--- src/shared/logger_pkg.sv ---
// Function
// - Record while run flag on; never self-clear
// - Read-only 32-bit record count, plus one
// - Limit flag at quantity or cyclic mode
// - Store starts on request rise with code
// - Only code 5AA5 stores; others ignored
// - Card-present flag follows card insertion
// - Busy flag on throughout card write
// - Error flag on when card operation fails
// - Last error code kept, read-only
// - Flag shows valid parameters are loaded
// - At quantity stop or overwrite oldest
// - Auto store when limit reached
// - Read-only items ignore program writes
`default_nettype none
package logger_pkg;
    // Register byte offsets on the APB bus.
    localparam logic [7:0] OFF_STATUS   = 8'h00;
    localparam logic [7:0] OFF_CONTROL  = 8'h04;
    localparam logic [7:0] OFF_CODE     = 8'h08;
    localparam logic [7:0] OFF_COUNT    = 8'h0C;
    localparam logic [7:0] OFF_ERRCODE  = 8'h10;
    localparam logic [7:0] OFF_QUANTITY = 8'h14;
    localparam logic [7:0] OFF_CONFIG   = 8'h18;
    localparam logic [7:0] OFF_IRQ_STAT = 8'h1C;
    localparam logic [7:0] OFF_IRQ_EN   = 8'h20;
    localparam logic [7:0] OFF_IRQ_CLR  = 8'h24;
    // Status register bit positions.
    localparam int ST_PRESENT = 0;
    localparam int ST_BUSY    = 1;
    localparam int ST_ERROR   = 2;
    localparam int ST_LIMIT   = 3;
    localparam int ST_VALID   = 4;
    // Control register bit positions.
    localparam int CT_RUN     = 0;
    localparam int CT_REQUEST = 1;
    // Config register bit positions.
    localparam int CF_OVERWRITE = 0;
    localparam int CF_AUTOSTORE = 1;
    // Interrupt bit positions.
    localparam int IRQ_LIMIT = 0;
    localparam int IRQ_DONE  = 1;
    localparam int IRQ_ERROR = 2;
    localparam int IRQ_W     = 3;
    // The only accepted store control code.
    localparam logic [15:0] STORE_CODE     = 16'h5AA5;
    // Reset values.
    localparam logic [31:0] QUANTITY_RST   = 32'h0000_03E8;
    localparam logic [15:0] ERR_NONE       = 16'h0000;
    // Card store states.
    typedef enum logic [1:0] {ST_IDLE, ST_WRITE, ST_WAIT} store_state_e;
    // Card side signals travelling together.
    typedef struct packed {
        logic        present;
        logic        done;
        logic        fail;
        logic [15:0] err_code;
    } card_resp_s;
endpackage
`default_nettype wire

--- src/verilog/data_logger_store_control.sv ---
// The APB interface to the registers and the register offsets were decided locally.
`default_nettype none
module data_logger_store_control
    import logger_pkg::*;
#(
    parameter int DEPTH_W = 14
) (
    // Clock and reset.
    input  wire logic               CLK,
    input  wire logic               SYS_RST,
    // APB slave.
    input  wire logic               PSEL,
    input  wire logic               PENABLE,
    input  wire logic               PWRITE,
    input  wire logic [7:0]         PADDR,
    input  wire logic [31:0]        PWDATA,
    output logic      [31:0]        PRDATA,
    output logic                    PREADY,
    output logic                    PSLVERR,
    // Sample stream from the scan.
    input  wire logic               SAMPLE_VALID,
    input  wire logic [31:0]        SAMPLE_DATA,
    // Parameter download status.
    input  wire logic               PARAMS_LOADED,
    // Memory card side.
    input  wire logic               CARD_PRESENT,
    input  wire logic               CARD_DONE,
    input  wire logic               CARD_FAIL,
    input  wire logic [15:0]        CARD_ERR_CODE,
    output logic                    CARD_START,
    output logic      [DEPTH_W-1:0] CARD_LENGTH,
    // Interrupt.
    output logic                    IRQ
);
    // Samples arrive as one-cycle pulses from the scan and are
    // written into a local memory while the run flag is on and a
    // valid parameter set is present.
    // Each record adds one to a 32-bit count.
    // When the count meets the quantity the block either holds
    // (stop mode) or wraps its pointer and carries on over the
    // oldest entries (overwrite mode).
    // A store is started by a rising request flag, or by the
    // rising limit flag when auto-store is on.
    // Both triggers need the store code in place.
    // The card answers a start pulse with a done or fail level.

    // Card pins and the parameter flag come from outside the
    // clock domain, so each passes two flip-flops first.
    // The card response travels as one struct, so that all of
    // its fields are captured on the same edge.
    // Two-stage synchronisers for the card pins.
    card_resp_s   card_s1_r;                  // First stage, read only by the second.
    card_resp_s   card_s2_r;                  // Synchronised card response.

    // Program-visible flags and registers.
    logic         run_r;                      // Recording-run flag.
    logic         req_r;                      // Store-request flag.
    logic         req_prev_r;                 // Request flag one cycle ago.
    logic [15:0]  code_r;                     // Store control code.
    logic [31:0]  count_r;                    // Recorded entry count.
    logic [31:0]  quantity_r;                 // Configured sample quantity.
    logic [1:0]   config_r;                   // Full action and auto-store.
    logic         limit_r;                    // Limit-reached flag.
    logic         limit_prev_r;               // Limit flag one cycle ago.
    logic         cyclic_r;                   // Overwrite has wrapped once.
    logic         error_r;                    // Card error flag.
    logic [15:0]  errcode_r;                  // Last card error code.

    // Interrupt state, recording memory and store sequencing.
    // The memory is sized by the depth parameter.
    logic [IRQ_W-1:0] irq_stat_r;             // Sticky interrupt status.
    logic [IRQ_W-1:0] irq_en_r;               // Interrupt enables.
    logic [DEPTH_W-1:0] wr_ptr_r;             // Next buffer write slot.
    logic [31:0]  buffer_r [0:(1<<DEPTH_W)-1];// Recorded sample memory.
    store_state_e state_r;                    // Card store state.
    logic         valid_s1_r;                 // Parameter flag first stage.
    logic         valid_r;                    // Synchronised parameter flag.

    // Decoded strobes shared between the processes.
    logic         bus_wr;                     // A write completes this cycle.
    logic         take;                       // A sample is recorded.
    logic         at_quantity;                // Count has met the quantity.
    logic         store_go;                   // A store should begin.

    // Bus write strobe; the slave answers without wait states.
    // Every register is a plain flip-flop word, so nothing has
    // to stall the bus.
    // PREADY is tied high and no transfer is refused with an error.
    // A write lands on the edge that samples the access phase.
    assign bus_wr  = PSEL && PENABLE && PWRITE;
    assign PREADY  = 1'b1;
    assign PSLVERR = 1'b0;

    // Synchronise card and parameter inputs, which come from outside.
    // Only the second stage is read by the rest of the block.
    // The first stage may go metastable and must stay private.
    // This costs two cycles of latency on every card event.
    always_ff @(posedge CLK) begin
        if (SYS_RST) begin
            card_s1_r  <= '0;
            card_s2_r  <= '0;
            valid_s1_r <= 1'b0;
            valid_r    <= 1'b0;
        end else begin
            card_s1_r  <= '{CARD_PRESENT, CARD_DONE, CARD_FAIL, CARD_ERR_CODE};
            card_s2_r  <= card_s1_r;
            valid_s1_r <= PARAMS_LOADED;
            valid_r    <= valid_s1_r;
        end
    end

    // Full condition and when a sample is taken.
    // The compare is greater-or-equal, so that a quantity lowered
    // below the current count still reads as full.
    assign at_quantity = (count_r >= quantity_r);
    // Stop mode holds at the quantity; overwrite mode keeps going.
    // Without a valid parameter set the run flag still sets but no sample is taken,
    // so neither the memory nor the count can move.
    // A sample pulse outside these conditions is simply lost.
    assign take = SAMPLE_VALID && run_r && valid_r &&
                  (config_r[CF_OVERWRITE] || !at_quantity);

    // Run and request flags change only by program writes.
    // Nothing in the block clears the run flag, not even a full
    // memory; the program has to write it low itself.
    // The request flag is not cleared either, so a second store
    // needs a write of zero and then of one again.
    always_ff @(posedge CLK) begin
        if (SYS_RST) begin
            run_r <= 1'b0;
            req_r <= 1'b0;
        end else if (bus_wr && PADDR == OFF_CONTROL) begin
            // Both flags are written together from one word.
            run_r <= PWDATA[CT_RUN];
            req_r <= PWDATA[CT_REQUEST];
        end
    end

    // Writable configuration registers; read-only items have no write path.
    // Each register decodes its own offset, so a write to an
    // unmapped or read-only offset changes nothing.
    // The store code is kept whole; only the exact code is accepted.
    always_ff @(posedge CLK) begin
        if (SYS_RST) begin
            code_r     <= 16'h0000;
            quantity_r <= QUANTITY_RST;
            config_r   <= 2'b00;
            irq_en_r   <= '0;
        end else if (bus_wr) begin
            if (PADDR == OFF_CODE) begin
                code_r <= PWDATA[15:0];
            end
            // A quantity of zero makes the memory read as full at once.
            if (PADDR == OFF_QUANTITY) begin
                quantity_r <= PWDATA;
            end
            if (PADDR == OFF_CONFIG) begin
                config_r <= PWDATA[1:0];
            end
            if (PADDR == OFF_IRQ_EN) begin
                irq_en_r <= PWDATA[IRQ_W-1:0];
            end
        end
    end

    // Record samples into the buffer, wrapping in overwrite mode.
    // The memory has no reset: only the entries below the write
    // pointer, which is reset, carry meaning, or those below the quantity once overwrite has wrapped.
    // Leaving it unreset lets it map onto a plain memory macro.
    always_ff @(posedge CLK) begin
        if (take) begin
            buffer_r[wr_ptr_r] <= SAMPLE_DATA;
        end
    end

    // Count records and move the write pointer.
    // The count never wraps back with the pointer; it keeps
    // growing so the program sees the full number of records.
    always_ff @(posedge CLK) begin
        if (SYS_RST) begin
            count_r  <= 32'h0000_0000;
            wr_ptr_r <= '0;
            cyclic_r <= 1'b0;
        end else if (take) begin
            count_r <= count_r + 32'h0000_0001;
            // Only overwrite mode wraps; in stop mode the pointer
            // stays as the length of what was recorded.
            if (config_r[CF_OVERWRITE] &&
                (32'(wr_ptr_r) + 32'h0000_0001 >= quantity_r)) begin
                wr_ptr_r <= '0;
                cyclic_r <= 1'b1;
            end else begin
                wr_ptr_r <= wr_ptr_r + DEPTH_W'(1);
            end
        end
    end

    // Limit flag follows the count or cyclic recording.
    // The previous values feed the edge detectors below.
    // They reset low, the idle level of both flags, so no false
    // edge follows reset.
    always_ff @(posedge CLK) begin
        if (SYS_RST) begin
            limit_r      <= 1'b0;
            limit_prev_r <= 1'b0;
            req_prev_r   <= 1'b0;
        end else begin
            limit_r      <= at_quantity || cyclic_r;
            limit_prev_r <= limit_r;
            req_prev_r   <= req_r;
        end
    end

    // Manual store on a rising request with the code, or automatic store.
    // Any code other than the store code blocks both triggers.
    // A trigger that finds the block busy or no card is dropped.
    // The trigger is a single-cycle term and is not remembered.
    assign store_go = (code_r == STORE_CODE) &&
                      ((req_r && !req_prev_r) ||
                       (config_r[CF_AUTOSTORE] && limit_r && !limit_prev_r));

    // Card store sequencing; busy covers the whole write.
    // The start pulse lasts one cycle, and the length handed
    // over is the write pointer at that moment.
    // The card answer arrives two cycles late through the
    // synchroniser, but a done or fail that stands one cycle is enough.
    // Removing the card also ends a store; only a card that stays in and never answers holds busy.
    always_ff @(posedge CLK) begin
        if (SYS_RST) begin
            state_r     <= ST_IDLE;
            CARD_START  <= 1'b0;
            CARD_LENGTH <= '0;
        end else begin
            CARD_START <= 1'b0;
            unique case (state_r)
                ST_IDLE: begin
                    // Start only with a card in; a refused trigger is lost.
                    if (store_go && card_s2_r.present) begin
                        state_r     <= ST_WRITE;
                        CARD_START  <= 1'b1;
                        CARD_LENGTH <= wr_ptr_r;
                    end
                end
                ST_WRITE: begin
                    // One cycle for the card to see the start pulse.
                    state_r <= ST_WAIT;
                end
                ST_WAIT: begin
                    // A pulled card also ends the store.
                    if (card_s2_r.done || card_s2_r.fail || !card_s2_r.present) begin
                        state_r <= ST_IDLE;
                    end
                end
                default: begin
                    // The unused fourth code returns to idle.
                    state_r <= ST_IDLE;
                end
            endcase
        end
    end

    // Error flag and code; a new store that starts clears the flag.
    // The code crosses as a 16-bit word, so it is taken again on
    // every cycle that the synchronised fail level still stands.
    // The last copy then comes from a capture made after the word
    // had settled at the pin.
    always_ff @(posedge CLK) begin
        if (SYS_RST) begin
            error_r   <= 1'b0;
            errcode_r <= ERR_NONE;
        end else if (state_r == ST_WAIT && card_s2_r.fail) begin
            error_r   <= 1'b1;
            errcode_r <= card_s2_r.err_code;
        end else if (state_r == ST_IDLE && store_go && card_s2_r.present) begin
            error_r <= 1'b0;
        end else if (error_r && card_s2_r.fail) begin
            errcode_r <= card_s2_r.err_code;
        end
    end

    // Sticky interrupt status; set wins over clear.
    // A clear written on the edge of a new event only clears the
    // bits that did not fire on that edge.
    // The clear register itself holds nothing and reads as zero.
    always_ff @(posedge CLK) begin
        if (SYS_RST) begin
            irq_stat_r <= '0;
        end else begin
            irq_stat_r <= (irq_stat_r &
                           ~((bus_wr && PADDR == OFF_IRQ_CLR) ? PWDATA[IRQ_W-1:0] : '0)) |
                          {card_s2_r.fail && state_r == ST_WAIT,
                           card_s2_r.done && state_r == ST_WAIT,
                           limit_r && !limit_prev_r};
        end
    end

    // Interrupt output, high while an enabled status bit is set.
    // It is registered so the pin cannot glitch.
    // It lags the status and enable registers by one cycle.
    always_ff @(posedge CLK) begin
        if (SYS_RST) begin
            IRQ <= 1'b0;
        end else begin
            IRQ <= |(irq_stat_r & irq_en_r);
        end
    end

    // Read data mux, registered in the setup cycle.
    // Loading in the setup cycle gives a full cycle before the
    // access edge and keeps the data steady until the next read.
    // Status is sampled at that point, one cycle before the
    // master takes it.
    always_ff @(posedge CLK) begin
        if (SYS_RST) begin
            PRDATA <= 32'h0000_0000;
        end else if (PSEL && !PENABLE && !PWRITE) begin
            PRDATA <= 32'h0000_0000;
            unique case (PADDR)
                // Status bits are live copies of the internal flags.
                OFF_STATUS: begin
                    PRDATA[ST_PRESENT] <= card_s2_r.present;
                    PRDATA[ST_BUSY]    <= (state_r != ST_IDLE);
                    PRDATA[ST_ERROR]   <= error_r;
                    PRDATA[ST_LIMIT]   <= limit_r;
                    PRDATA[ST_VALID]   <= valid_r;
                end
                OFF_CONTROL: begin
                    PRDATA[CT_RUN]     <= run_r;
                    PRDATA[CT_REQUEST] <= req_r;
                end
                // Narrow registers sit in the low bits; the rest reads zero.
                OFF_CODE:     PRDATA[15:0]       <= code_r;
                OFF_COUNT:    PRDATA             <= count_r;
                OFF_ERRCODE:  PRDATA[15:0]       <= errcode_r;
                OFF_QUANTITY: PRDATA             <= quantity_r;
                OFF_CONFIG:   PRDATA[1:0]        <= config_r;
                OFF_IRQ_STAT: PRDATA[IRQ_W-1:0]  <= irq_stat_r;
                OFF_IRQ_EN:   PRDATA[IRQ_W-1:0]  <= irq_en_r;
                default:      PRDATA             <= 32'h0000_0000;
            endcase
        end
    end
endmodule
`default_nettype wire

--- config.mk ---
export PLATFORM = sky130hd
export DESIGN_NAME = data_logger_store_control
export DESIGN_NICKNAME = d
export VERILOG_FILES = /design/src/shared/logger_pkg.sv /design/src/verilog/data_logger_store_control.sv
export SDC_FILE = /design/constraint.sdc
export NUM_CORES = 1
export LEC_CHECK = 0
export ABC_AREA = 1
export CAP_MARGIN = 25
export CORE_ASPECT_RATIO = 2
export CORE_MARGIN = 2
export CORE_UTILIZATION = 58
export CTS_CLUSTER_DIAMETER = 120
export DETAILED_ROUTE_END_ITERATION = 16
export DONT_BUFFER_PORTS = 1
export PLACE_DENSITY = 0.74
export RECOVER_POWER = 25
export SLEW_MARGIN = 20
export SYNTH_ARGS = -nofsm -noshare
export SYNTH_HDL_FRONTEND = slang
export SYNTH_SLANG_ARGS = --single-unit
--- constraint.sdc ---
create_clock -name CLK -period 3.9 [get_ports CLK]
set_clock_uncertainty 0.2 [all_clocks]
set_input_delay 0.39 -clock CLK [delete_from_list [all_inputs] [get_ports CLK]]
set_output_delay 0.39 -clock CLK [all_outputs]
set_load 0.01 [all_outputs]
* Yosys cells after proc, flatten, opt, wreduce, memory -nomap -nowiden *
Index checks and enable logic that the tools add are counted.

word-level totals
  flip-flop bits (word level) = 215
  bits of input ports = 98
  output and inout port bits = 50
  word-level logic and storage cells = 118

cells by class
  $add $sub $neg = 3
  $lt $le $gt $ge = 2
  equality and inequality tests = 15
  muxes and demuxes = 16
  bitwise operators = 5
  reductions and logical operators = 47

operator list
  kind                                              count
  2-to-1 mux 16 bit                                 3
  case mux 11 bit (4 select lines)                  1
  adder 32 x 1 -> 32 bit (second input constant)    1
  == test 8 x 5 -> 1 bit (second input constant)    4
  >= comparator 15 x 32 -> 1 bit                    1
  >= comparator 32 bit                              1
  case mux 16 bit (2 select lines)                  1
  logical AND 1 bit                                 21
  case mux 2 bit (9 select lines)                   1
  == test 16 x 15 -> 1 bit (second input constant)  1
  == test 8 x 4 -> 1 bit (second input constant)    2
  == test 8 x 6 -> 1 bit (second input constant)    2
  AND reduction 2 bit                               8
  adder 14 x 1 -> 15 bit (second input constant)    1
  adder 14 x 1 -> 14 bit (second input constant)    1
  2-to-1 mux 14 bit                                 1
  case mux 2 bit (5 select lines)                   1
  == test 8 x 3 -> 1 bit (second input constant)    1
  zero test 8 bit                                   1
  case mux 1 bit (7 select lines)                   1
  AND 3 bit                                         2
  zero test 1 bit                                   6
  case mux 2 bit (3 select lines)                   1
  nonzero test 2 bit                                3
  other kinds (14)                                  22

* Logic depth before layout (Yosys ltp) *
  depth after elaboration = 8
  gate-level depth with buffers = 22
  gate-level depth less buffers = 20

* Worst setup path before layout *
No wires, ideal clock.

  kind = flip-flop to flip-flop
  start = reg wr_ptr_r[0]
  end = reg wr_ptr_r[10]
  setup time = 0.069 ns
  arrival time = 2.459 ns
  required time = 3.631 ns
  slack = 1.172 ns
  cell stages (with the launch flop) = 17
  path buffers = 1
  clock period less this slack = 2.728 ns
  path through = dfxtp_1 > ha_1 > nand3_1 > nor3_2 > nand4_1 > nor4_1 > ha_1 > nand2_1 > o21ai_0 > a21oi_1 > nand2_1 > nand2_1 > nand2_1 > buf_4 > a21oi_1 > nand2_1 > a21oi_2

on the way
  longest elaborated chain between the ends = 4
  elaborated cells on any way between the ends = 5
  those cells by class = add/sub (2); order compare (1); mux (1); reduce/logical (1)

RTL lines
  what                            line                              text
  start, declared                 data_logger_store_control.sv:73   logic [DEPTH_W-1:0] wr_ptr_r;
  start signal, assigned          data_logger_store_control.sv:193  wr_ptr_r <= wr_ptr_r + DEPTH_W'(1);
  adder 14 x 1 -> 15 bit          data_logger_store_control.sv:189  (32'(wr_ptr_r) + 32'h0000_0001 >= quantity_r)) begin
  >= comparator 15 x 32 -> 1 bit  data_logger_store_control.sv:189
  logical AND 1 bit               data_logger_store_control.sv:188  if (config_r[CF_OVERWRITE] &&
  2-to-1 mux 14 bit (*)           data_logger_store_control.sv:188

Every way passes the cells marked *; elsewhere a longest branch is shown, timed or not.
A chain may end at the register's enable or synchronous reset.

* Worst setup path after layout *
Same ends and word-level chain as after synthesis.

==> results by group <==
Placement
  – Hpwl dp: between 20000 and 25000 um
  – Port Buffer Count: 0
  – Placer's final routability congestion estimate: slightly above 1
  – Placed cells: 1599
  – Dpl ws: 527 ps
  – Area after DPL: approximately 11000 um2

STA
  – Setup_tns: 0 ps
  – Worst setup margin: between 400 and 500 ps
  – Tightest Pin Transition: 2480 ps
  – Fin. Hold Viols: 0
  – Peak Freq: about 290 MHz
  – Tcrit/Tclk final: just under 90%
  – Max-slew violation count: around 170
  – Final setup viols: 0
  – Min Tclk post-route: 3470 ps
  – RSZ-0062 raised after global routing: false
  – Min Hold Slack: between 20 and 30 ps
  – Rel. slew slack: -65.1%

Drt
  – Post-route ant nets: 0
  – DRT Wirelength: between 30000 and 40000 um
  – DRT iter0 DRCs: between 500 and 600
  – Vias: around 9.7k
  – Average routed wire per standard cell: 18.0 um
  – Drt first pass iters: 5
  – DRC viols: 0
  – Via-per-instance ratio: approximately 5.8

Global routing
  – Gr ovfl total: 0
  – Largest net degree at the start of global routing: 114
  – Vias in the first global route: 9489
  – Initial antenna violation count: 0
  – GRT Overall Usage: 30.5%
  – First-pass GRT wire length: 47100 um

Yosys
  – Post-synth top area share: about two fifths
  – Distinct cells, synth: slightly above 40
  – Synth Register Bits: approximately 220
  – Mean Syn Cell Area: approximately 7.4 um2
  – Mapped cell area: roughly 11000 um2
  – Register area share after synthesis: 40.5%
  – Most instantiated cells after synthesis: 229 x nand2_1, 215 x dfxtp_1, 212 x inv_1
  – Top-count cell post-synth: nand2_1
  – EDFF count, synth: 0
  – Top cells by area, synth: dfxtp_1 41%, a21oi_1 8.2%, nand2_1 8.1%
  – Area leader, netlist: dfxtp_1
  – Post-Syn Nets: 1591
  – Async set-reset flop share out of synthesis: 0%
  – YS warnings: 0
  – Primary FF master, synth: dfxtp_1
  – Cells after synthesis: between 1k and 1.5k

Critical path
  – Critical Path AT: 3680 ps
  – Worst path slowest cell: dfxtp_1
  – Reg-to-reg startpoint: wr_ptr_r[0]
  – R2r worst-path depth: 17
  – Crit-path max cell delay: 480 ps
  – Worst R2R End: wr_ptr_r[10]
  – CP max FO: 15
  – CP Capture Type: flop
  – Reg2Reg Setup Slack: roughly 430 ps
  – Most common cell on crit path: nand2_1
  – CP startpoint kind: flop
  – WP data required: ~4100 ps
  – Setup CP Type: flop to flop
  – CP Cell Sequence: ha_1, nand3_1, nor3_2, nand4_1, nor4_1, ha_1, nand2_1, nor2_1, nand2_1, inv_1, nand2_1, nand2_1, nand2_1, nand2_1, a21oi_1, nand2_1, a21oi_2

Clock network
  – Cts hold-fix bufs: 53
  – Clk slew on worst S/H paths: approximately 70 ps
  – Clk sinks: 215
  – Root Buffer: clkbuf_16
  – Cts repair resizes: 0
  – TritonCTS clock tree: built
  – Postcts setup bufs: 0
  – CTS H-Tree Depth: 1
  – Bufs on Longest Clock Path: 3
  – Clock Latency Late Sink: ~510 ps
  – CTS Buf Count: 20

Min path
  – Hold path start: PADDR[2]
  – Hold depth: 3
  – Hold/Removal Path Class: input pin to flop
  – Hold EP: config_r[1]

Cells and area
  – Fraction of layout cells with a size suffix above 1: under 10%
  – Fillers: between 1.5k and 2k
  – Non-Filler Instances: 1687
  – Final core utilization: between 60% and 70%
  – Final instance area: about 12000 um2
  – Area Growth Syn to Fin: 11.4%
  – Final nets: 1605
  – Diodes inserted: 0

Power
  – Leak: 4.87 nW
  – Tot Pwr: 4.55 mW
  – Worst VDD drop: approximately 0.00037 V
  – Pwr Density: 385 nW/um2

Run status
  – Outcome: finished with violations
  – Failing checks: capacitance limit, slew limit

Floorplan
  – Die height: 195 um
  – Die area: ~20000 um2
  – Core area: approximately 18000 um2
  – Die W: about 100 um
  – Std-Cell Rows: 70
  – Num ports: between 100 and 150
  – Initial Utilization: between 50% and 60%

Run
  – Max-cap viol count: 2
critical path: cells and delay by family, from the launching register on:
family                   cells  cell delay, ps
AND/OR/NAND/NOR             12            1630
AO/OA/AOI/OAI                2             390
adder cells (fa/ha/maj)      2             610
buffers and inverters        1              50
flip-flops                   1             480
routing by layer:
layer	wire [um]	global-route usage, %	share of wire [%]
met5	0	0	0
met4	2610	22.9	8.6
met3	1750	4.40	5.7
met2	15500	55.0	51
met1	10600	30.8	35
worst max-delay path by stage:
stage / from / to / slack, ps / depth (start not counted)
6_report: wr_ptr_r[0] / wr_ptr_r[10] / 430 / 17
3_3_place_gp: wr_ptr_r[0] / wr_ptr_r[9] / 610 / 17
2_1_floorplan: wr_ptr_r[0] / wr_ptr_r[10] / 1170 / 16
3_5_place_dp: wr_ptr_r[0] / wr_ptr_r[11] / 530 / 15
4_1_cts: wr_ptr_r[0] / wr_ptr_r[10] / 500 / 15
5_1_grt: wr_ptr_r[0] / wr_ptr_r[13] / 110 / 15
layout make-up:
class | instances | area [um2] | share of cell area [%]
multi-input combinational | 942 | 5140 | 43.4
inverter | 219 | 822 | 6.95
timing repair buffer | 60 | 574 | 4.86
sequential | 215 | 4300 | 36.4
clock inverter | 12 | 176 | 1.49
clock buffer | 23 | 543 | 4.59
tap | 216 | 270 | 2.28
sequential cells by signal, indices dropped and copies added, names as in the netlist, 3 cells and up:
register / cells
irq_stat_r: 3
card_s1_r: 19
irq_en_r: 3
PRDATA: 32
quantity_r: 32
wr_ptr_r: 14
code_r: 16
card_s2_r: 19
count_r: 32
CARD_LENGTH: 14
errcode_r: 16
cells by family (layout without fill, tap and decap cells):
family | after synthesis | after routing | share of synthesized area (%)
other cells | 2 | 2 | 0.0707
flops | 215 | 215 | 40.5
xor+xnor | 35 | 35 | 2.89
simple gates | 489 | 489 | 20.8
compound gates | 367 | 367 | 18.8
buf+inv | 287 | 314 | 11.1
fa+ha+maj | 49 | 49 | 5.77
layout by cell type, fill, tap and decap left out, types with 2 or more instances in the layout:
cell,instances
a21o_1,3
a21oi_1,175
a21oi_2,9
buf_4,6
bufinv_16,4
clkbuf_1,2
clkbuf_16,21
clkinv_2,3
clkinv_4,2
clkinvlp_4,2
conb_1,2
dfxtp_1,215
dlygate4sd3_1,52
ha_1,49
inv_1,212
inv_2,7
nand2_1,229
nand2_2,3
nand2_4,3
nand3_1,58
nand3_2,2
nand4_1,17
nor2_1,126
nor2_2,3
nor2_4,2
nor3_1,20
nor3_2,4
nor3_4,4
nor3b_1,2
nor4_1,10
nor4_2,3
o21a_1,2
o21ai_0,109
o21ai_1,26
o221ai_1,16
o22ai_1,22
xor2_1,35
power breakdown:
part / switching [mW] / total [mW] / internal (mW)
combinational: 0.0963 / 0.163 / 0.0670
sequential: 0.0162 / 2.24 / 2.22
clock: 0.878 / 2.15 / 1.27
No activity file was read; power rests on OpenSTA's default activity.
